<file path="src/pkg/jhmp_regs.vh">
// constants of the host message port: commands, status layout, sizes
// Behaviour
// - store qualified messages in two buffers, interrupt
// - message read out in received byte order
// - status shows current receive buffer full
// - receive flush discards current buffer at once
// - read-out or flushed buffer is freed
// - transmit flush empties transmit buffer immediately
// - flush during sending aborts the transmission
// - keep message until sent or dropped
// - status byte returned on every serial transfer
// - retry twice after errors, then drop, report
// - frames with any error are discarded
`ifndef JHMP_REGS_VH
`define JHMP_REGS_VH
`define JHMP_CMD_NOP      8'h00
`define JHMP_CMD_DATA     8'h04
`define JHMP_CMD_LAST     8'h0C
`define JHMP_CMD_READ     8'h02
`define JHMP_CMD_RX_BUFFER_FLUSH 8'h03
`define JHMP_CMD_TX_BUFFER_FLUSH 8'hE0
`define JHMP_CMD_NORETRY  8'h80
`define JHMP_ST_RX_AVAIL  7
`define JHMP_ST_RX_OTHER  6
`define JHMP_ST_TX_EMPTY  5
`define JHMP_ST_TX_BUSY   4
`define JHMP_ST_TX_FAIL   3
`define JHMP_ST_BUS_ACT   2
`define JHMP_TX_TRIES     2'h3
`define JHMP_MSG_DEPTH    12
`define JHMP_RXF_DEPTH    32
`endif

</file>
<file path="src/design/jhmp_port.v">
// host message port: serial command slave, transmit buffer, two receive buffers
`include "jhmp_regs.vh"

module jhmp_fifo #(
  parameter WIDTH = 10,
  parameter DEPTH = `JHMP_RXF_DEPTH,
  parameter AW    = 5
) (
  // clock and reset
  input  wire             mclk,
  input  wire             resetn,
  // fill side
  input  wire [WIDTH-1:0] in_data,
  input  wire             in_valid,
  output wire             in_ready,
  // drain side
  output wire [WIDTH-1:0] out_data,
  output wire             out_valid,
  input  wire             out_ready
);
  reg [WIDTH-1:0] mem [0:DEPTH-1];
  reg [AW:0]      wr_ptr_reg;
  reg [AW:0]      rd_ptr_reg;
  wire            push = in_valid & in_ready;
  wire            pop  = out_valid & out_ready;
  assign out_valid = wr_ptr_reg != rd_ptr_reg;
  assign in_ready  = (wr_ptr_reg[AW] == rd_ptr_reg[AW]) | (wr_ptr_reg[AW-1:0] != rd_ptr_reg[AW-1:0]);
  assign out_data  = mem[rd_ptr_reg[AW-1:0]];
  always @(posedge mclk) begin
    if (push)
      mem[wr_ptr_reg[AW-1:0]] <= in_data;
  end
  always @(posedge mclk or negedge resetn) begin
    if (!resetn) begin
      wr_ptr_reg <= {(AW+1){1'b0}};
      rd_ptr_reg <= {(AW+1){1'b0}};
    end else begin
      if (push)
        wr_ptr_reg <= wr_ptr_reg + 1'b1;
      if (pop)
        rd_ptr_reg <= rd_ptr_reg + 1'b1;
    end
  end
endmodule

module jhmp_port #(
  parameter MSG_DEPTH = `JHMP_MSG_DEPTH,
  parameter POS_W     = 4
) (
  // clock and reset
  input  wire       mclk,
  input  wire       resetn,
  // serial link from host
  input  wire       spi_sclk,
  input  wire       spi_cs_n,
  input  wire       spi_mosi,
  output wire       spi_miso,
  output wire       spi_miso_oe,
  // interrupt to host
  output wire       int_out,
  // transmit stream to bus engine
  output wire [7:0] tx_data,
  output wire       tx_last,
  output wire       tx_valid,
  input  wire       tx_ready,
  output wire       tx_abort,
  input  wire       tx_ok,
  input  wire       tx_err,
  input  wire       tx_arb_lost,
  input  wire       bus_idle,
  input  wire       bus_active,
  // receive stream from bus engine
  input  wire [7:0] rx_data,
  input  wire       rx_last,
  input  wire       rx_err,
  input  wire       rx_valid,
  output wire       rx_ready
);
  localparam TS_IDLE = 2'd0;
  localparam TS_SEND = 2'd1;
  localparam TS_WAIT = 2'd2;
  localparam TS_BACK = 2'd3;

  function [POS_W:0] slot;
    input            b;
    input [POS_W-1:0] p;
    slot = {b, p};
  endfunction

  // synchronisers: sclk, cs_n, mosi
  reg [2:0] sync1_reg;
  reg [2:0] sync2_reg;
  reg       sclk_d_reg;
  reg       cs_d_reg;
  wire      sclk_s = sync2_reg[2];
  wire      cs_act = ~sync2_reg[1];
  wire      mosi_s = sync2_reg[0];
  wire      sclk_rise = sclk_s & ~sclk_d_reg & cs_act;
  wire      sclk_fall = ~sclk_s & sclk_d_reg & cs_act;
  wire      cs_start  = cs_act & ~cs_d_reg;

  reg [2:0] bit_cnt_reg;
  reg       byte_idx_reg;
  reg [6:0] shift_in_reg;
  reg [7:0] cmd_reg;
  reg [7:0] status_reg;
  reg [7:0] rd_byte_reg;
  reg       miso_reg;

  // transmit side
  reg [7:0]       txm [0:MSG_DEPTH-1];
  reg [POS_W:0]   tx_len_reg;
  reg             tx_queued_reg;
  reg [POS_W-1:0] tx_rd_reg;
  reg [1:0]       tx_tries_reg;
  reg             tx_fail_reg;
  reg             no_retry_reg;
  reg [1:0]       tx_state_reg;
  reg             tx_abort_reg;

  // receive side
  reg [7:0]       rxm [0:2*MSG_DEPTH-1];
  reg [POS_W:0]   rx_len_reg [0:1];
  reg [1:0]       rx_full_reg;
  reg             wbuf_reg;
  reg [POS_W:0]   wpos_reg;
  reg             wbad_reg;
  reg             rbuf_reg;
  reg [POS_W-1:0] rpos_reg;

  wire [9:0] f_data;
  wire       f_valid;
  wire       f_ready = ~rx_full_reg[wbuf_reg];

  jhmp_fifo #(.WIDTH(10), .DEPTH(`JHMP_RXF_DEPTH), .AW(5)) u_rx_fifo (
    .mclk      (mclk),
    .resetn    (resetn),
    .in_data   ({rx_err, rx_last, rx_data}),
    .in_valid  (rx_valid),
    .in_ready  (rx_ready),
    .out_data  (f_data),
    .out_valid (f_valid),
    .out_ready (f_ready)
  );

  wire [7:0] in_byte  = {shift_in_reg, mosi_s};
  wire       byte_end = sclk_rise & (bit_cnt_reg == 3'd7);
  wire       done_b0  = byte_end & ~byte_idx_reg;
  wire       done_b1  = byte_end & byte_idx_reg;
  wire       rx_avail = rx_full_reg[rbuf_reg];
  wire       rx_flush = done_b0 & (in_byte == `JHMP_CMD_RX_BUFFER_FLUSH) & rx_avail;
  wire       rx_take  = done_b1 & (cmd_reg == `JHMP_CMD_READ) & rx_avail;
  wire       tx_flush = done_b0 & (in_byte == `JHMP_CMD_TX_BUFFER_FLUSH);
  wire       tx_load  = done_b1 & ((cmd_reg == `JHMP_CMD_DATA) | (cmd_reg == `JHMP_CMD_LAST))
                        & ~tx_queued_reg & (tx_len_reg < MSG_DEPTH);
  wire       tx_empty = ~tx_queued_reg & (tx_len_reg == {(POS_W+1){1'b0}});
  wire [7:0] status_now;
  assign status_now = {rx_avail, rx_full_reg[~rbuf_reg], tx_empty,
                       tx_state_reg != TS_IDLE, tx_fail_reg, bus_active, 2'b00};

  assign spi_miso    = miso_reg;
  assign spi_miso_oe = cs_act;
  assign int_out     = |rx_full_reg;
  assign tx_valid    = tx_state_reg == TS_SEND;
  assign tx_data     = txm[tx_rd_reg];
  assign tx_last     = ({1'b0, tx_rd_reg} + 1'b1) == tx_len_reg;
  assign tx_abort    = tx_abort_reg;

  // serial slave, mode 3: drive on falling edge, sample on rising edge
  always @(posedge mclk or negedge resetn) begin
    if (!resetn) begin
      sync1_reg    <= 3'h7;
      sync2_reg    <= 3'h7;
      sclk_d_reg   <= 1'b1;
      cs_d_reg     <= 1'b0;
      bit_cnt_reg  <= 3'd0;
      byte_idx_reg <= 1'b0;
      shift_in_reg <= 7'h00;
      cmd_reg      <= `JHMP_CMD_NOP;
      status_reg   <= 8'h00;
      rd_byte_reg  <= 8'h00;
      miso_reg     <= 1'b0;
    end else begin
      sync1_reg  <= {spi_sclk, spi_cs_n, spi_mosi};
      sync2_reg  <= sync1_reg;
      sclk_d_reg <= sclk_s;
      cs_d_reg   <= cs_act;
      if (!cs_act) begin
        bit_cnt_reg  <= 3'd0;
        byte_idx_reg <= 1'b0;
      end else if (cs_start) begin
        status_reg <= status_now;
      end else begin
        if (sclk_fall)
          miso_reg <= byte_idx_reg ? rd_byte_reg[~bit_cnt_reg] : status_reg[~bit_cnt_reg];
        if (sclk_rise) begin
          shift_in_reg <= in_byte[6:0];
          bit_cnt_reg  <= bit_cnt_reg + 3'd1;
        end
        if (byte_end)
          byte_idx_reg <= ~byte_idx_reg;
        if (done_b0) begin
          cmd_reg     <= in_byte;
          rd_byte_reg <= rx_avail ? rxm[slot(rbuf_reg, rpos_reg)] : 8'h00;
        end
        if (done_b1)
          status_reg <= status_now;
      end
    end
  end

  // transmit buffer and retry sequencing
  always @(posedge mclk) begin
    if (tx_load)
      txm[tx_len_reg[POS_W-1:0]] <= in_byte;
  end

  always @(posedge mclk or negedge resetn) begin
    if (!resetn) begin
      tx_len_reg    <= {(POS_W+1){1'b0}};
      tx_queued_reg <= 1'b0;
      tx_rd_reg     <= {POS_W{1'b0}};
      tx_tries_reg  <= 2'd0;
      tx_fail_reg   <= 1'b0;
      no_retry_reg  <= 1'b0;
      tx_state_reg  <= TS_IDLE;
      tx_abort_reg  <= 1'b0;
    end else begin
      tx_abort_reg <= 1'b0;
      if (done_b0 && in_byte == `JHMP_CMD_NORETRY)
        no_retry_reg <= 1'b1;
      if (tx_flush) begin
        tx_len_reg    <= {(POS_W+1){1'b0}};
        tx_queued_reg <= 1'b0;
        tx_state_reg  <= TS_IDLE;
        tx_abort_reg  <= tx_state_reg != TS_IDLE;
      end else begin
        if (tx_load) begin
          tx_len_reg <= tx_len_reg + 1'b1;
          if (cmd_reg == `JHMP_CMD_LAST) begin
            tx_queued_reg <= 1'b1;
            tx_fail_reg   <= 1'b0;
            no_retry_reg  <= 1'b0;
          end
        end
        case (tx_state_reg)
          TS_IDLE: begin
            if (tx_queued_reg) begin
              tx_rd_reg    <= {POS_W{1'b0}};
              tx_tries_reg <= 2'd0;
              tx_state_reg <= TS_SEND;
            end
          end
          TS_SEND: begin
            if (tx_ready) begin
              if (tx_last)
                tx_state_reg <= TS_WAIT;
              else
                tx_rd_reg <= tx_rd_reg + 1'b1;
            end
          end
          TS_WAIT: begin
            if (tx_ok) begin
              tx_len_reg    <= {(POS_W+1){1'b0}};
              tx_queued_reg <= 1'b0;
              tx_state_reg  <= TS_IDLE;
            end else if (tx_err) begin
              tx_tries_reg <= tx_tries_reg + 2'd1;
              if (tx_tries_reg + 2'd1 == `JHMP_TX_TRIES || no_retry_reg) begin
                tx_len_reg    <= {(POS_W+1){1'b0}};
                tx_queued_reg <= 1'b0;
                tx_fail_reg   <= 1'b1;
                tx_state_reg  <= TS_IDLE;
              end else begin
                tx_state_reg <= TS_BACK;
              end
            end else if (tx_arb_lost) begin
              tx_state_reg <= TS_BACK;
            end
          end
          TS_BACK: begin
            if (bus_idle) begin
              tx_rd_reg    <= {POS_W{1'b0}};
              tx_state_reg <= TS_SEND;
            end
          end
          default: tx_state_reg <= TS_IDLE;
        endcase
      end
    end
  end

  // receive buffers: filled alternately, read back in the same order
  always @(posedge mclk) begin
    if (f_valid && f_ready && wpos_reg < MSG_DEPTH)
      rxm[slot(wbuf_reg, wpos_reg[POS_W-1:0])] <= f_data[7:0];
  end

  always @(posedge mclk or negedge resetn) begin
    if (!resetn) begin
      rx_len_reg[0] <= {(POS_W+1){1'b0}};
      rx_len_reg[1] <= {(POS_W+1){1'b0}};
      rx_full_reg   <= 2'b00;
      wbuf_reg      <= 1'b0;
      wpos_reg      <= {(POS_W+1){1'b0}};
      wbad_reg      <= 1'b0;
      rbuf_reg      <= 1'b0;
      rpos_reg      <= {POS_W{1'b0}};
    end else begin
      // fill stalls while the target buffer is still held, so the fifo backs up
      if (f_valid && f_ready) begin
        if (f_data[8]) begin
          wpos_reg <= {(POS_W+1){1'b0}};
          wbad_reg <= 1'b0;
          if (!(wbad_reg || f_data[9] || wpos_reg >= MSG_DEPTH)) begin
            rx_full_reg[wbuf_reg] <= 1'b1;
            rx_len_reg[wbuf_reg]  <= wpos_reg + 1'b1;
            wbuf_reg              <= ~wbuf_reg;
          end
        end else begin
          wbad_reg <= wbad_reg | f_data[9] | (wpos_reg >= MSG_DEPTH);
          if (wpos_reg < MSG_DEPTH)
            wpos_reg <= wpos_reg + 1'b1;
        end
      end
      if (rx_flush || (rx_take && ({1'b0, rpos_reg} + 1'b1) == rx_len_reg[rbuf_reg])) begin
        rx_full_reg[rbuf_reg] <= 1'b0;
        rbuf_reg              <= ~rbuf_reg;
        rpos_reg              <= {POS_W{1'b0}};
      end else if (rx_take) begin
        rpos_reg <= rpos_reg + 1'b1;
      end
    end
  end
endmodule

</file>
<file path="config.mk">
export PLATFORM = sky130hd
export DESIGN_NAME = jhmp_port
export DESIGN_NICKNAME = d
export VERILOG_FILES = /design/src/design/jhmp_port.v
export VERILOG_INCLUDE_DIRS = /design/src /design/src/pkg
export SDC_FILE = /design/constraint.sdc
export NUM_CORES = 1
export LEC_CHECK = 0
export BUFFER_PORTS_ARGS = -buffer_cell sky130_fd_sc_hd__buf_4
export CORE_MARGIN = 5
export CORE_UTILIZATION = 55
export CTS_CLUSTER_DIAMETER = 30
export CTS_CLUSTER_SIZE = 30
export DETAILED_ROUTE_END_ITERATION = 10
export PLACE_DENSITY = 0.69
export SYNTH_ARGS = -nofsm -noshare
export SYNTH_HDL_FRONTEND = slang
export SYNTH_HIERARCHICAL = 1
export SYNTH_SLANG_ARGS = --single-unit
export TNS_END_PERCENT = 20
</file>
<file path="constraint.sdc">
create_clock -name mclk -period 3 [get_ports mclk]
set_input_delay 0.15 -clock mclk [delete_from_list [all_inputs] [get_ports mclk]]
set_output_delay 0.15 -clock mclk [all_outputs]
set_load 0.005 [all_outputs]
</file>
==> out/summary.txt <==
Outcome - finished, final reports clean
Seq pwr share - 37.4%
Sw Ratio - 28.59%
Worst setup EP type - primary output
Die W - 238.3 µm
Port bufs - 36
Final Hold Fails - 0
CTS max path bufs - 3
Combinational Power Share - 20.6%
HPWL after DPL - 38170 µm
Die area - 56790 µm²
Final period util - 92.12%
Syn Inst Count - 1694
Share of the synthesized area in the top cell type - 63.69%
Register area - 20650 µm²
Setup Crit Path Kind - reg -> out
GPL Wtd Cong - 0.7973
Pint - 25.19 mW
Post-synth top flop - edfxtp_1
Antenna violations before repair - 0
Max VDD drop - 0.0006336 V
Core area - 51510 µm²
Post-layout nets - 1979
Sw Pwr - 10.09 mW
Number of flip-flops in the largest register - 320
Cell area after layout - 35030 µm²
Rows - 83
DRC viols - 0
Fmax - 361.9 MHz
LEAKAGE - 12.80 nW
Post-route ant nets - 0
Worst path cell trace - buf_6 > mux4_2 > mux2i_1 > o21ai_0 > buf_4
Total negative setup slack - 0 ns
Asr flop ratio synth - 13.51%
Synth Register Bits - 703
Total power - 35.27 mW
Critical path arrival - 2.61 ns
Clock Sinks - 703
Post-CTS setup buffers - 0
CTS tree - built
Most area-consuming cells after synthesis - edfxtp_1 (64%), dfrtp_1 (7.7%), mux2i_1 (6.6%)
Crit Path Max Fanout - 27
Slew headroom - 51.07%
Fill cells - 3419
Clock transition at the registers of the reported paths - 0.05 ns
Max stage delay on crit path - 0.58 ns
Initial Utilization - 55.65%
Hold Crit Class - in -> async
Final Core Density - 68.01%
MaxCap Viol Count - 0
First-pass GRT wire length - 98220 µm
Setup ws final - 0.2364 ns
GRT Util Overall - 22.65%
I/O Pins - 37
Post-synth EDFFs - 608
Root cell of the clock tree - clkbuf_16
Layout Skew - 0.02507 ns
DRT Wirelength - 63280 µm
Commonest cells after routing, fill and taps aside - edfxtp_1 (608), mux2i_1 (190), clkbuf_16 (139), buf_4 (139), nand2_1 (103)
Critical path's top delay family - multiplexers
Critical path's slowest cell - mux4_2
Placed instance area - 30300 µm²
Drt pass-1 iters - 5
Worst Path Buf+Inv - 2
Layout cell share with drive strength beyond 1 - 24.23%
Pre-CTS setup slack - 0.3135 ns
Ys Warns - 6
CTS H-tree lvls - 4
RSZ-0062 raised after global routing - false
CTS Buf Count - 135
WP data required - 2.85 ns
Setup-failing EPs final - 0
Via count - 15880
Worst skew pair latency - 0.70 ns
Slew Limit Fails - 0
Vias per inst - 5.822
Die H - 238.3 µm
Clock Power Share - 42.0%
Ant diodes - 0
Multi-input gate area - 7586 µm²
Most common cell after layout, fill and taps aside - edfxtp_1
Share of the yosys chip area belonging to registers - 72.01%
Leading area contributor after synthesis - edfxtp_1
Drt wl/cell - 23.20 µm
Crit path time final - 2.764 ns
Synthesis-to-layout area growth - 22.20%
Worst slew pin tran - 0.7312 ns
Cell Area, Synth - 28670 µm²
Avg Cell Area, Syn - 16.92 µm²
Synth unique cells - 70
Global route overflow - 0
Pin count of the biggest net entering global routing - 59
Drt first-iter violations - 1367
Vias in the first global route - 16590
Pwr/cell area - 1007 nW/µm²
Worst Setup Start Kind - flip-flop
## path summary, 6_finish.rpt
kind                            cells after the start         endpoint            from  slack (ns)
worst max register to register                      6       txm[11][2]  bit_cnt_reg[1]        0.28
min in group mclk                                   5  tx_state_reg[0]     tx_arb_lost        0.05
worst min register to register                      0     sync2_reg[0]    sync1_reg[0]        0.34
worst min-delay path                                2     tx_rd_reg[3]          resetn        0.04
worst max-delay path                                5       tx_data[3]    tx_rd_reg[0]        0.24
max in group asynchronous                           3     sync2_reg[2]          resetn        2.02
## power by group through the flow
stage / Combinational (mW) / Sequential (mW) / Clock [mW]
floorplan: 4.69 / 13.1 / 0
CTS: 7.28 / 13.2 / 15.0
global route: 7.82 / 13.3 / 15.5
detailed placement: 7.21 / 13.4 / 0
global placement: 7.02 / 13.3 / 0
finish: 7.27 / 13.2 / 14.8
## final cells by class
| class | instances | area share (%) |
|---|---|---|
| Tap cell | 680 | 2.429 |
| Clock inverter | 85 | 2.654 |
| Multi-Input combinational cell | 913 | 21.66 |
| Inverter | 20 | 0.2143 |
| Sequential cell | 703 | 58.95 |
| Timing Repair Buffer | 162 | 3.754 |
| Clock buffer | 164 | 10.34 |
## metal layers
layer	track usage [%]	up-vias	routed length, µm
met5	0	-	0
met4	8.887	0	1917
met3	5.166	123	3686
met2	37.60	559	31760
met1	29.44	8050	25920
li1	-	7145	-
## repair_timing
| item | CTS | global route |
|---|---|---|
| hold endpoints to repair | 388 | 0 |
| hold buffers | 18 | 0 |
| setup endpoints to repair | 0 | 2 |
| gates resized for setup | 0 | 1 |
## worst reg2reg max path: cells and delay by family (launching register included)
family | cells | cell delay [ns]
compound gates | 1 | 0.52
simple gates | 3 | 1.04
flops | 1 | 0.44
fa+ha+maj | 2 | 0.38
## cell usage after synthesis (3+ instances only)
library cell / instances
nor2b_1: 10
xor2_1: 10
nor3b_1: 3
nand3_1: 58
ha_1: 22
o21ai_0: 23
clkbuf_1: 35
edfxtp_1: 608
nand3b_1: 5
nor3_1: 8
buf_6: 7
nand2_1: 103
dfstp_2: 7
and4b_1: 6
a21oi_1: 34
buf_4: 10
nand2_2: 3
o211ai_1: 4
nand4_1: 17
mux4_1: 5
o22ai_1: 9
mux2_2: 39
nand2b_1: 7
inv_1: 19
a311oi_1: 7
a22o_1: 11
nor4_1: 3
a22oi_1: 60
dfrtp_1: 88
and3_1: 10
nor2_1: 86
xnor2_1: 26
buf_1: 3
or3_1: 4
a31oi_1: 10
mux4_2: 62
buf_2: 31
a211o_1: 7
mux2i_1: 190
and2_1: 6
## per-stage QoR
stage,instances,hold slack [ns]
6_report,2727,0.03750
2_1_floorplan,1725,-0.1456
4_1_cts,2727,0.01184
3_5_place_dp,2460,0.2438
3_3_place_gp,2460,0.2376
5_1_grt,2727,0.05387
## cells by family after synthesis
logic type / share of synthesized area, %
and+or+nand+nor: 5.818
other: 0.01308
DFF: 72.01
adders and majority gates: 0.9602
muxes: 13.50
AOI/OAI and AO/OA: 4.587
xor gates and xnor gates: 1.157
buffers and inverters: 1.960
(Power assumes the default switching activity.)
